[src/demod_cfg_pkg.sv]
// Purpose: Shared constants for the demodulator configuration register bank
// Assumes: Six 16-bit registers at byte offsets 0x21..0x32 of the serial map
// Notes:   Masks list the bits that software may change in each register
package demod_cfg_pkg;

  localparam int unsigned DATA_W = 16;
  localparam int unsigned ADDR_W = 8;
  localparam int unsigned NUM_REGS = 6;
  localparam int unsigned IDX_W = 3;

  // Register offsets
  localparam logic [7:0] PHASE_DETECTOR_CONTROL_ADDR = 8'h21;
  localparam logic [7:0] OSCILLATOR_PATH_CONTROL_ADDR = 8'h22;
  localparam logic [7:0] RF_INPUT_GAIN_CONTROL_ADDR = 8'h23;
  localparam logic [7:0] INPUT_TRANSFORMER_TUNING_ADDR = 8'h30;
  localparam logic [7:0] MIXER_LINEARITY_CONTROL_ADDR = 8'h31;
  localparam logic [7:0] QUADRATURE_POLARITY_NULLING_ADDR = 8'h32;

  // Storage indexes
  localparam logic [2:0] IDX_PD = 3'h0;
  localparam logic [2:0] IDX_OSC = 3'h1;
  localparam logic [2:0] IDX_RF = 3'h2;
  localparam logic [2:0] IDX_BAL = 3'h3;
  localparam logic [2:0] IDX_MIX = 3'h4;
  localparam logic [2:0] IDX_POL = 3'h5;

  // Reset values
  localparam logic [15:0] PHASE_DETECTOR_CONTROL_RST = 16'h0003;
  localparam logic [15:0] OSCILLATOR_PATH_CONTROL_RST = 16'h2a03;
  localparam logic [15:0] RF_INPUT_GAIN_CONTROL_RST = 16'h0000;
  localparam logic [15:0] INPUT_TRANSFORMER_TUNING_RST = 16'h0000;
  localparam logic [15:0] MIXER_LINEARITY_CONTROL_RST = 16'h1101;
  localparam logic [15:0] QUADRATURE_POLARITY_NULLING_RST = 16'h0900;

  // Writable bit masks
  localparam logic [15:0] PHASE_DETECTOR_CONTROL_MASK = 16'h007f;
  localparam logic [15:0] OSCILLATOR_PATH_CONTROL_MASK = 16'h00ff;
  localparam logic [15:0] RF_INPUT_GAIN_CONTROL_MASK = 16'h0be0;
  localparam logic [15:0] INPUT_TRANSFORMER_TUNING_MASK = 16'h00ee;
  localparam logic [15:0] MIXER_LINEARITY_CONTROL_MASK = 16'h1def;
  localparam logic [15:0] QUADRATURE_POLARITY_NULLING_MASK = 16'h0fff;

  // Field positions (low bit)
  localparam int unsigned MON_SEL_LSB = 4;
  localparam int unsigned PD_SENSE_BIT = 3;
  localparam int unsigned REF_RATIO_LSB = 0;
  localparam int unsigned DRV_LVL_LSB = 6;
  localparam int unsigned DRV_HALF_BIT = 5;
  localparam int unsigned DIV8_BIT = 4;
  localparam int unsigned DIV4_BIT = 3;
  localparam int unsigned CORE_SEL_LSB = 0;
  localparam int unsigned SW_SRC_BIT = 11;
  localparam int unsigned SW_SEL_BIT = 9;
  localparam int unsigned ATTEN_LSB = 5;
  localparam int unsigned BAL_OUT_LSB = 5;
  localparam int unsigned BAL_IN_LSB = 1;
  localparam int unsigned BIAS_LSB = 10;
  localparam int unsigned RES_LSB = 5;
  localparam int unsigned CAP_LSB = 0;
  localparam int unsigned Q_POLARITY_SWITCH_LSB = 10;
  localparam int unsigned I_POLARITY_SWITCH_LSB = 8;
  localparam int unsigned QNULL_LSB = 4;
  localparam int unsigned INULL_LSB = 0;

  // Codes
  localparam logic [2:0] REF_MUL2 = 3'h0;
  localparam logic [2:0] REF_DIV8 = 3'h4;
  localparam logic [2:0] CORE_EXTERNAL = 3'h4;
  localparam logic [1:0] POL_NORMAL_Q = 2'h2;
  localparam logic [1:0] POL_INVERT_Q = 2'h1;
  localparam logic [1:0] POL_NORMAL_I = 2'h1;
  localparam logic [1:0] POL_INVERT_I = 2'h2;
  localparam logic [3:0] LO_DIV_BASE = 4'h2;
  localparam logic [3:0] LO_DIV_QUARTER = 4'h4;
  localparam logic [3:0] LO_DIV_EIGHTH = 4'h8;

endpackage : demod_cfg_pkg

[src/demod_config_register_bank.sv]
// Purpose: Configuration register bank of the quadrature demodulator
// Assumes: Serial interface decoder delivers word writes/reads on clk_i
// Notes:   switch_control_pin_i is a pin and is synchronised before use
//
// Notes on behaviour
// - Six 16-bit registers at 0x21,0x22,0x23,0x30,0x31,0x32 with documented resets.
// - Bits 6:4 pick the monitored reference signal; bit 3 sets detector sense.
// - Bits 2:0 set reference ratio: x2, x1, /2, /4, /8.
// - Oscillator bit 5 halves external driver; bits 7:6 set external drive level.
// - Oscillator bit 4 adds a halving stage for a total LO divide of 8.
// - Oscillator bit 3 adds a halving stage for a total LO divide of 4.
// - Oscillator bits 2:0 pick one of four cores or the external LO.
// - Input switch follows the pin when bit 11 is 0, else register bit 9.
// - Bits 8:5 give binary step attenuation from 0 dB to 15 dB.
// - Transformer output cap at bits 7:5, input cap at 3:1, 000 minimum.
// - Demodulator bias code held at mixer bits 12:10, reset 4.
// - Linearizer resistor code at bits 8:5, capacitor code at bits 3:0.
// - Q polarity field 11:10: code 10 normal, code 01 inverted.
// - I polarity field 9:8: code 01 normal, code 10 inverted.
// - Q sideband nulling code held at polarity register bits 7:4.
// - I sideband nulling code held at polarity register bits 3:0.

`timescale 1ns/1ps
`default_nettype none

module demod_config_register_bank #(
  parameter int unsigned DATA_W = demod_cfg_pkg::DATA_W,
  parameter int unsigned ADDR_W = demod_cfg_pkg::ADDR_W
) (
  input  wire logic              clk_i,
  input  wire logic              rst_b_i,
  // Word access from the serial interface decoder
  input  wire logic              reg_wr_i,
  input  wire logic              reg_rd_i,
  input  wire logic [ADDR_W-1:0] reg_addr_i,
  input  wire logic [DATA_W-1:0] reg_wdata_i,
  output logic      [DATA_W-1:0] reg_rdata_o,
  output logic                   reg_rvalid_o,
  output logic                   reg_addr_err_o,
  // Pin that may steer the input switch
  input  wire logic              switch_control_pin_i,
  // Reference path
  output logic      [2:0]        monitor_select_o,
  output logic                   phase_detector_sense_o,
  output logic      [2:0]        reference_scaling_ratio_o,
  output logic                   ref_multiply_o,
  output logic      [1:0]        ref_divide_log2_o,
  output logic                   ref_ratio_invalid_o,
  // Oscillator and LO path
  output logic      [1:0]        ext_osc_drive_level_o,
  output logic                   ext_driver_halving_enable_o,
  output logic                   lo_eighth_divide_enable_o,
  output logic                   lo_quarter_divide_enable_o,
  output logic      [3:0]        lo_divide_total_o,
  output logic      [2:0]        oscillator_core_select_o,
  output logic      [3:0]        core_enable_onehot_o,
  output logic                   external_lo_select_o,
  output logic                   core_select_invalid_o,
  // RF input
  output logic                   input_switch_source_o,
  output logic                   input_switch_select_o,
  output logic      [3:0]        step_attenuation_setting_o,
  output logic      [3:0]        transformer_output_cap_o,
  output logic      [3:0]        transformer_input_cap_o,
  // Mixer
  output logic      [2:0]        demod_bias_code_o,
  output logic      [3:0]        linearizer_resistor_code_o,
  output logic      [3:0]        linearizer_capacitor_code_o,
  // Quadrature polarity and nulling
  output logic      [1:0]        q_polarity_switch_o,
  output logic      [1:0]        i_polarity_switch_o,
  output logic                   q_invert_o,
  output logic                   i_invert_o,
  output logic                   polarity_code_invalid_o,
  output logic      [3:0]        q_sideband_null_o,
  output logic      [3:0]        i_sideband_null_o
);

  localparam int unsigned NUM_REGS = demod_cfg_pkg::NUM_REGS;
  localparam int unsigned IDX_W = demod_cfg_pkg::IDX_W;

  // Address to storage index; hit is low for unmapped offsets
  function automatic logic [IDX_W:0] decode_addr(input logic [ADDR_W-1:0] addr);
    logic [IDX_W:0] res;
    res = '0;
    case (addr[7:0])
      demod_cfg_pkg::PHASE_DETECTOR_CONTROL_ADDR:      res = {1'b1, demod_cfg_pkg::IDX_PD};
      demod_cfg_pkg::OSCILLATOR_PATH_CONTROL_ADDR:     res = {1'b1, demod_cfg_pkg::IDX_OSC};
      demod_cfg_pkg::RF_INPUT_GAIN_CONTROL_ADDR:       res = {1'b1, demod_cfg_pkg::IDX_RF};
      demod_cfg_pkg::INPUT_TRANSFORMER_TUNING_ADDR:    res = {1'b1, demod_cfg_pkg::IDX_BAL};
      demod_cfg_pkg::MIXER_LINEARITY_CONTROL_ADDR:     res = {1'b1, demod_cfg_pkg::IDX_MIX};
      demod_cfg_pkg::QUADRATURE_POLARITY_NULLING_ADDR: res = {1'b1, demod_cfg_pkg::IDX_POL};
      default:                                         res = '0;
    endcase
    return res;
  endfunction

  function automatic logic [15:0] reset_value(input logic [IDX_W-1:0] idx);
    logic [15:0] res;
    res = '0;
    case (idx)
      demod_cfg_pkg::IDX_PD:  res = demod_cfg_pkg::PHASE_DETECTOR_CONTROL_RST;
      demod_cfg_pkg::IDX_OSC: res = demod_cfg_pkg::OSCILLATOR_PATH_CONTROL_RST;
      demod_cfg_pkg::IDX_RF:  res = demod_cfg_pkg::RF_INPUT_GAIN_CONTROL_RST;
      demod_cfg_pkg::IDX_BAL: res = demod_cfg_pkg::INPUT_TRANSFORMER_TUNING_RST;
      demod_cfg_pkg::IDX_MIX: res = demod_cfg_pkg::MIXER_LINEARITY_CONTROL_RST;
      demod_cfg_pkg::IDX_POL: res = demod_cfg_pkg::QUADRATURE_POLARITY_NULLING_RST;
      default:                res = '0;
    endcase
    return res;
  endfunction

  function automatic logic [15:0] write_mask(input logic [IDX_W-1:0] idx);
    logic [15:0] res;
    res = '0;
    case (idx)
      demod_cfg_pkg::IDX_PD:  res = demod_cfg_pkg::PHASE_DETECTOR_CONTROL_MASK;
      demod_cfg_pkg::IDX_OSC: res = demod_cfg_pkg::OSCILLATOR_PATH_CONTROL_MASK;
      demod_cfg_pkg::IDX_RF:  res = demod_cfg_pkg::RF_INPUT_GAIN_CONTROL_MASK;
      demod_cfg_pkg::IDX_BAL: res = demod_cfg_pkg::INPUT_TRANSFORMER_TUNING_MASK;
      demod_cfg_pkg::IDX_MIX: res = demod_cfg_pkg::MIXER_LINEARITY_CONTROL_MASK;
      demod_cfg_pkg::IDX_POL: res = demod_cfg_pkg::QUADRATURE_POLARITY_NULLING_MASK;
      default:                res = '0;
    endcase
    return res;
  endfunction

  logic [15:0]      regs_ff [NUM_REGS];
  logic [IDX_W:0]   dec;
  logic             hit;
  logic [IDX_W-1:0] idx;
  logic [15:0]      rdata_ff;
  logic             rvalid_ff;
  logic             addr_err_ff;
  logic             pin_meta_ff;
  logic             pin_sync_ff;
  logic             sw_sel_ff;

  assign dec = decode_addr(reg_addr_i);
  assign hit = dec[IDX_W];
  assign idx = dec[IDX_W-1:0];

  // Register storage; only masked bits take new data
  always_ff @(posedge clk_i or negedge rst_b_i) begin
    if (!rst_b_i) begin
      for (int i = 0; i < NUM_REGS; i++) begin
        regs_ff[i] <= reset_value(3'(i));
      end
    end else if (reg_wr_i && hit) begin
      regs_ff[idx] <= (regs_ff[idx] & ~write_mask(idx)) | (reg_wdata_i[15:0] & write_mask(idx));
    end
  end

  // Read port: one cycle after the request; unmapped reads return zero
  always_ff @(posedge clk_i or negedge rst_b_i) begin
    if (!rst_b_i) begin
      rdata_ff <= '0;
      rvalid_ff <= 1'b0;
    end else begin
      rvalid_ff <= reg_rd_i;
      if (reg_rd_i) begin
        rdata_ff <= hit ? regs_ff[idx] : 16'h0000;
      end
    end
  end

  // Flags any access to an offset outside the bank, held for one cycle
  always_ff @(posedge clk_i or negedge rst_b_i) begin
    if (!rst_b_i) begin
      addr_err_ff <= 1'b0;
    end else begin
      addr_err_ff <= (reg_wr_i || reg_rd_i) && !hit;
    end
  end

  assign reg_rdata_o = DATA_W'(rdata_ff);
  assign reg_rvalid_o = rvalid_ff;
  assign reg_addr_err_o = addr_err_ff;

  // Pin is asynchronous to clk_i
  always_ff @(posedge clk_i or negedge rst_b_i) begin
    if (!rst_b_i) begin
      pin_meta_ff <= 1'b0;
      pin_sync_ff <= 1'b0;
    end else begin
      pin_meta_ff <= switch_control_pin_i;
      pin_sync_ff <= pin_meta_ff;
    end
  end

  // Switch source mux registered so the RF path sees a glitch-free level
  always_ff @(posedge clk_i or negedge rst_b_i) begin
    if (!rst_b_i) begin
      sw_sel_ff <= 1'b0;
    end else if (regs_ff[demod_cfg_pkg::IDX_RF][demod_cfg_pkg::SW_SRC_BIT]) begin
      sw_sel_ff <= regs_ff[demod_cfg_pkg::IDX_RF][demod_cfg_pkg::SW_SEL_BIT];
    end else begin
      sw_sel_ff <= pin_sync_ff;
    end
  end

  // Reference path
  logic [15:0] pd_reg;
  assign pd_reg = regs_ff[demod_cfg_pkg::IDX_PD];
  assign monitor_select_o = pd_reg[demod_cfg_pkg::MON_SEL_LSB +: 3];
  assign phase_detector_sense_o = pd_reg[demod_cfg_pkg::PD_SENSE_BIT];
  assign reference_scaling_ratio_o = pd_reg[demod_cfg_pkg::REF_RATIO_LSB +: 3];

  // Ratio code 000 doubles, 001..100 divide by 2^(code-1); above 100 is undefined
  always_comb begin
    ref_multiply_o = (reference_scaling_ratio_o == demod_cfg_pkg::REF_MUL2);
    ref_ratio_invalid_o = (reference_scaling_ratio_o > demod_cfg_pkg::REF_DIV8);
    ref_divide_log2_o = 2'h0;
    if (!ref_multiply_o && !ref_ratio_invalid_o) begin
      ref_divide_log2_o = 2'(reference_scaling_ratio_o - 3'h1);
    end
  end

  // Oscillator and LO path
  logic [15:0] osc_reg;
  assign osc_reg = regs_ff[demod_cfg_pkg::IDX_OSC];
  assign ext_osc_drive_level_o = osc_reg[demod_cfg_pkg::DRV_LVL_LSB +: 2];
  assign ext_driver_halving_enable_o = osc_reg[demod_cfg_pkg::DRV_HALF_BIT];
  assign lo_eighth_divide_enable_o = osc_reg[demod_cfg_pkg::DIV8_BIT];
  assign lo_quarter_divide_enable_o = osc_reg[demod_cfg_pkg::DIV4_BIT];
  assign oscillator_core_select_o = osc_reg[demod_cfg_pkg::CORE_SEL_LSB +: 3];

  // The eighth stage sits after the quarter stage, so it sets the total when on
  always_comb begin
    if (lo_eighth_divide_enable_o) begin
      lo_divide_total_o = demod_cfg_pkg::LO_DIV_EIGHTH;
    end else if (lo_quarter_divide_enable_o) begin
      lo_divide_total_o = demod_cfg_pkg::LO_DIV_QUARTER;
    end else begin
      lo_divide_total_o = demod_cfg_pkg::LO_DIV_BASE;
    end
  end

  // Reserved core codes power no core, so a bad write cannot start two at once
  always_comb begin
    core_enable_onehot_o = 4'h0;
    external_lo_select_o = 1'b0;
    core_select_invalid_o = 1'b0;
    if (oscillator_core_select_o < demod_cfg_pkg::CORE_EXTERNAL) begin
      core_enable_onehot_o = 4'(4'h1 << oscillator_core_select_o[1:0]);
    end else if (oscillator_core_select_o == demod_cfg_pkg::CORE_EXTERNAL) begin
      external_lo_select_o = 1'b1;
    end else begin
      core_select_invalid_o = 1'b1;
    end
  end

  // RF input
  logic [15:0] rf_reg;
  logic [15:0] bal_reg;
  assign rf_reg = regs_ff[demod_cfg_pkg::IDX_RF];
  assign bal_reg = regs_ff[demod_cfg_pkg::IDX_BAL];
  assign input_switch_source_o = rf_reg[demod_cfg_pkg::SW_SRC_BIT];
  assign input_switch_select_o = sw_sel_ff;
  assign step_attenuation_setting_o = rf_reg[demod_cfg_pkg::ATTEN_LSB +: 4];
  assign transformer_output_cap_o = {1'b0, bal_reg[demod_cfg_pkg::BAL_OUT_LSB +: 3]};
  assign transformer_input_cap_o = {1'b0, bal_reg[demod_cfg_pkg::BAL_IN_LSB +: 3]};

  // Mixer
  logic [15:0] mix_reg;
  assign mix_reg = regs_ff[demod_cfg_pkg::IDX_MIX];
  assign demod_bias_code_o = mix_reg[demod_cfg_pkg::BIAS_LSB +: 3];
  assign linearizer_resistor_code_o = mix_reg[demod_cfg_pkg::RES_LSB +: 4];
  assign linearizer_capacitor_code_o = mix_reg[demod_cfg_pkg::CAP_LSB +: 4];

  // Quadrature polarity and nulling
  logic [15:0] pol_reg;
  assign pol_reg = regs_ff[demod_cfg_pkg::IDX_POL];
  assign q_polarity_switch_o = pol_reg[demod_cfg_pkg::Q_POLARITY_SWITCH_LSB +: 2];
  assign i_polarity_switch_o = pol_reg[demod_cfg_pkg::I_POLARITY_SWITCH_LSB +: 2];
  assign q_invert_o = (q_polarity_switch_o == demod_cfg_pkg::POL_INVERT_Q);
  assign i_invert_o = (i_polarity_switch_o == demod_cfg_pkg::POL_INVERT_I);

  // Codes 00 and 11 have no defined polarity; flag them for firmware
  always_comb begin
    polarity_code_invalid_o = 1'b0;
    if (q_polarity_switch_o != demod_cfg_pkg::POL_NORMAL_Q && !q_invert_o) begin
      polarity_code_invalid_o = 1'b1;
    end
    if (i_polarity_switch_o != demod_cfg_pkg::POL_NORMAL_I && !i_invert_o) begin
      polarity_code_invalid_o = 1'b1;
    end
  end

  assign q_sideband_null_o = pol_reg[demod_cfg_pkg::QNULL_LSB +: 4];
  assign i_sideband_null_o = pol_reg[demod_cfg_pkg::INULL_LSB +: 4];

endmodule // demod_config_register_bank

`default_nettype wire

[config.mk]
export PLATFORM = sky130hd
export DESIGN_NAME = demod_config_register_bank
export DESIGN_NICKNAME = d
export VERILOG_FILES = /design/src/demod_cfg_pkg.sv /design/src/demod_config_register_bank.sv
export SDC_FILE = /design/constraint.sdc
export NUM_CORES = 1
export LEC_CHECK = 0
export ABC_CLOCK_PERIOD_IN_PS = 2700
export BUFFER_PORTS_ARGS = -buffer_cell sky130_fd_sc_hd__buf_4
export CAP_MARGIN = 40
export CORE_MARGIN = 3
export CORE_UTILIZATION = 47
export CTS_CLUSTER_DIAMETER = 120
export DETAILED_ROUTE_END_ITERATION = 8
export PLACE_DENSITY = 0.69
export SETUP_SLACK_MARGIN = 0.3
export SLEW_MARGIN = 20
export SYNTH_ARGS = -nofsm -noshare
export SYNTH_HDL_FRONTEND = slang
export SYNTH_SLANG_ARGS = --single-unit
[constraint.sdc]
create_clock -name clk_i -period 2.7 [get_ports clk_i]
set_input_delay 0.54 -clock clk_i [delete_from_list [all_inputs] [get_ports clk_i]]
set_output_delay 0.54 -clock clk_i [all_outputs]
set_load 0.005 [all_outputs]
# Yosys cells after proc, flatten, opt, wreduce, memory -nomap -nowiden
# Index checks and enable logic that the tools add are counted.
[word_totals] elab_cells=74 reg_bits=117 output_inout_bits=87
[op_classes] magnitude_cmp=4 bitwise=5 n_eq_ne=16 add_sub_neg=1 mux=21 n_shift=1 n_reduce_logical=14
[op_table] operator="96-bit bitwise mux" n=1
[op_table] operator="16-bit two-way mux" n=5
[op_table] operator="13-bit one-hot mux with 6 select lines" n=1
[op_table] operator="16-bit binary-select mux with 3-bit select" n=1
[op_table] operator="16-bit demux with 3-bit select" n=1
[op_table] operator="8-bit by 6-bit == test with 1-bit output, second input constant" n=6
[op_table] operator="16-bit AND" n=2
[op_table] operator="4-bit one-hot mux with 6 select lines" n=1
[op_table] operator="16-bit NOT" n=1
[op_table] operator="16-bit OR" n=1
[op_table] operator="3-bit == test, second input constant" n=3
[op_table] operator="4-bit two-way mux" n=2
[op_table] operator="1-bit two-way mux" n=7
[op_table] operator="3-bit by 2-bit == test with 1-bit output, second input constant" n=2
[op_table] operator="1-bit logical AND" n=6
[op_table] operator="3-bit zero test" n=2
[op_table] operator="1-bit zero test" n=5
[op_table] operator="4-bit >= comparator, second input constant" n=1
[op_table] operator="4-bit by 1-bit < comparator with 1-bit output, second input constant" n=1
[op_table] operator="3-bit NOT with 4-bit output" n=1
[op_table] operator="1-bit by 2-bit left shift with 4-bit output, first input constant" n=1
[op_table] operator="3-bit by 1-bit == test with 1-bit output, second input constant" n=1
[op_table] operator="3-bit > comparator, second input constant" n=1
[op_table] operator="3-bit < comparator, second input constant" n=1
[op_table] operator="other kinds (8)" n=8

# Depth between registers and ports, before layout
[depth] depth_word=9 mapped_depth=14

# Worst setup path before layout
# No wires, ideal clock.
[synth_timing] path_kind="in2reg" start="input port reg_addr_i[2]" end="register regs_ff, in the netlist rf_reg[12]" setup_slack_ns=-0.711 path_buffers=3 arrival_ns=3.289 setup_ns=0.122 path_stages=13 cell_sequence="or4b_4 nor2_4 buf_2 o21ai_0 ha_1 buf_2 nor2b_1 buf_2 nand4_4 a311o_1 a31oi_1 nor3_1 a32o_1"
[synth_between] elab_chain_cells=9 word_cells_on_any_way=30 cone_classes="order compare (2); eq/ne (11); mux (9); bitwise (5); reduce/logical (3)"
[synth_lines] item="from (decl)" line="demod_config_register_bank.sv:35" text="input wire logic [ADDR_W-1:0] reg_addr_i,"
[synth_lines] item="8-bit by 6-bit == test with 1-bit output" line="demod_config_register_bank.sv:86" text="case (addr[7:0])"
[synth_lines] item="4-bit one-hot mux with 6 select lines (*)" line="demod_config_register_bank.sv:86"
[synth_lines] item="3-bit == test (tied with other cells)" line="demod_config_register_bank.sv:116" text="case (idx)"
[synth_lines] item="13-bit one-hot mux with 6 select lines or 16-bit binary-select mux with 3-bit select (tied branches)" line="demod_config_register_bank.sv:116, demod_config_register_bank.sv:150"
[synth_lines] item="16-bit two-way mux (on tied branches)" line="demod_config_register_bank.sv:149, demod_config_register_bank.sv:150"
[synth_lines] item="16-bit NOT or 16-bit two-way mux (tied branches)" line="demod_config_register_bank.sv:150" text="regs_ff[idx] <= (regs_ff[idx] & ~write_mask(idx)) | (reg_wdata_i[15:0] & write_mask(idx));"
[synth_lines] item="16-bit AND" line="demod_config_register_bank.sv:150"
[synth_lines] item="16-bit OR" line="demod_config_register_bank.sv:150"
[synth_lines] item="96-bit bitwise mux" line="demod_config_register_bank.sv:150"
[synth_lines] item="to (signal, indexed assignment)" line="demod_config_register_bank.sv:147" text="regs_ff[i] <= reset_value(3'(i));"
[synth_lines] item="to (signal, indexed assignment)" line="demod_config_register_bank.sv:150"
[synth_lines] item="to (decl)" line="demod_config_register_bank.sv:128" text="logic [15:0] regs_ff [NUM_REGS];"
# Mark *: on every way between the ends. The rest lies on a longest branch, timed or not. The select of a mux whose other input is x is not followed.
# A chain may end at the register's enable or synchronous reset.

# Final worst setup path
[layout_timing] start="input port reg_addr_i[2]" end="register regs_ff, in the netlist bal_reg[12]"
# Same word-level chain as after synthesis.

==> run_results.csv <==
group,metric,value,unit
clocking,tritoncts,"yes",
routing,drtPass1Iterations,4,
synthesis,ys_top_cells_by_area,"dfrtp_1, mux2_2, buf_4",
global_routing,grt_pass1_vias,5494,
placed_design,dp_slack,-0.679,ns
final_layout,drive_above_1_share,54.0,%
timing,setup_violations,22,
global_routing,grt_pass1_wl,30.1,mm
synthesis,synthTopCellsByCount,"dfrtp_1, buf_4, mux2_2",
placed_design,port_buffers,109,
timing,finalHoldViolCount,0,
synthesis,synth_cell_types,70,
global_routing,grt_overflow,0,
floorplan,dieArea,0.0151,sq mm
pwr,leakage,4.19,nW
final_layout,stdcell_area,0.00913,sq mm
placed_design,place_area,0.00772,sq mm
timing,clock-skew-final,0.00635,ns
critical_path,startpoint,"reg_addr_i[2]",
routing,wl_per_cell,21.7,um
hold_path,hp-class,"input port to flop",
critical_path,cp_slowest_cell,"or4b_4",
critical_path,r2r-start,"rf_reg[8]",
synthesis,synth_edf_count,0,
status,status,"complete, but fails checks",
routing,vias,5481,
final_layout,fin_nets,776,
routing,routed_wl,20.1,mm
critical_path,cpPeakStageDelay,0.56,ns
floorplan,core_area,0.0133,sq mm
global_routing,grt_max_degree,69,
timing,rsz0062_at_grt,"true",
timing,maxSlewHeadroom,60.6,%
critical_path,required,3.00,ns
synthesis,yosys_warnings,0,
floorplan,initial_core_util,48.2,%
final_layout,diodes,0,
timing,fin_tns_setup,-0.375,ns
clocking,path_clk_slew,0.05,ns
floorplan,design.portCount,116,
routing,viasPerCell,5.92,
pwr,power_density,475,mW/mm^2
synthesis,synthFlopType,"dfrtp_1",
synthesis,synth_top_area_share,41.0,%
clocking,cts.sinks,117,
global_routing,grt_antenna_before_repair,0,
routing,first_iter_violations,411,
critical_path,path_buf_inv,2,
clocking,clockBufferDepth,2,
critical_path,arrival,3.06,ns
timing,postLayoutSetupSlackWorst,-0.0572,ns
hold_path,whs_path_depth,1,
synthesis,yosys.area.top_type,"dfrtp_1",
final_layout,syn2layout_area_growth,42.4,%
floorplan,die_w,123,um
floorplan,row_count,42,
timing,worst_slew_pin_slew,0.589,ns
synthesis,yosysSeqAreaShare,45.9,%
critical_path,startpoint_type,"input port",
critical_path,path_max_fanout,4,
critical_path,crit_chain,"buf_6, or4b_4, nor2_4, nand3_4, ha_4, nor2b_4, nand4_4, buf_6, a311o_1, a31oi_4, nor2_4, mux2_4",
run,maxCapViolCount,0,
global_routing,grt_usage,26.6,%
critical_path,critPathCaptureType,"flop",
final_layout,fillCellCount,956,
routing,drt.antenna.violating_nets,0,
clocking,numCtsBuffers,17,
floorplan,die_h,123,um
synthesis,yosysMostFrequentCell,"dfrtp_1",
timing,fmax,0.363,GHz
synthesis,synthCells,593,
clocking,htreeDepth,4,
clocking,root_buffer,"clkbuf_16",
timing,fin_crit_sh,102,%
final_layout,regArea,0.00294,sq mm
synthesis,netlist_area,0.00641,sq mm
pwr,peakVddDrop,0.000371,V
placed_design,hpwl,13.3,mm
placed_design,gp_congestion,0.932,
synthesis,syn_avg_cell_area,10.8,sq um
final_layout,multiInputGateArea,0.00349,sq mm
critical_path,critPathTopFamily,"simple AND/OR/NAND/NOR gates",
synthesis,async_flop_share,100,%
timing,period_minus_slack,2.76,ns
critical_path,r2r_cells,6,
timing,slew_violations,0,
hold_path,hp-start,"switch_control_pin_i",
synthesis,ys_ff_latch,117,
status,failed_checks,"setup timing",
critical_path,crit_cells,12,
routing,drcViolationCount,0,
clocking,insertion_delay,0.42,ns
critical_path,path_class,"input port to flop",
path summary, 6_finish.rpt:
kind                       slack [ns]              end
hold reg to reg                  0.35      pin_sync_ff
setup / recovery                -0.06      bal_reg[12]
hold / removal                   0.23      pin_meta_ff
min in group asynchronous        0.53  reg_rdata_o[10]
max in group asynchronous        1.44      osc_reg[13]
setup reg to reg                 0.87   reg_rdata_o[8]
cell families after synthesis:
group,after synthesis,share of synthesized area [%]
AOI/OAI and AO/OA,151,19.2
and+or+nand+nor,146,12.9
DFF,117,45.9
buffers and inverters,111,10.1
muxes,56,9.81
adders and majority gates,10,1.95
other,1,0.0585
xor gates and xnor gates,1,0.137
layout by cell type (no fill, tap or decap), drive strengths merged, types with 11 or more instances in the layout:
master | synthesis | final
buf | 72 | 215
dfstp | 12 | 12
clkbuf | 22 | 28
a22oi | 15 | 15
a21oi | 20 | 20
nor2 | 47 | 47
a221o | 11 | 11
a22o | 16 | 16
nand2 | 31 | 31
dfrtp | 105 | 105
nor2b | 18 | 18
inv | 16 | 16
o21ai | 22 | 22
a31oi | 12 | 12
a31o | 11 | 11
mux2 | 52 | 52
where the power goes:
| group | total [mW] | switching, mW | internal, mW |
|---|---|---|---|
| combinational | 0.379 | 0.212 | 0.167 |
| sequential | 1.80 | 0.0223 | 1.78 |
| clock | 2.15 | 0.747 | 1.41 |
area by class of cell:
class	count	share of cell area, %
clock buffer	28	5.77
clock inverter	4	0.493
inverter	17	0.836
multi-input combinational	368	38.2
sequential	117	32.2
tap	176	2.41
timing repair buffer	216	20.1
through the flow:
step | util (%) | cells | power (mW) | hold WS (ns)
floorplan | - | 595 | 1.98 | 0.244
global placement | 58.1 | 874 | 2.14 | 0.334
detailed placement | 58.1 | 874 | 2.15 | 0.338
CTS | 66.6 | 920 | 4.32 | 0.219
global route | 68.7 | 926 | 4.48 | 0.221
finish | 68.7 | 926 | 4.34 | 0.232
per-layer routing:
| metal | vias up | global-route usage (%) | wire, um |
|---|---|---|---|
| met1 | 2772 | 34.1 | 8230 |
| met5 | - | 0 | 0 |
| met3 | 51 | 8.48 | 1600 |
| met4 | 0 | 12.0 | 564 |
| li1 | 2394 | - | - |
| met2 | 264 | 41.2 | 9720 |
repair_timing:
item	CTS	global route
hold buffers	1	0
hold endpoints to repair	13	0
gates cloned	2	0
endpoints found under the setup margin	103	103
buffers inserted	11	6
pin swaps	34	22
resized for setup	91	50
Note: power is estimated with default switching activity, not from simulation.
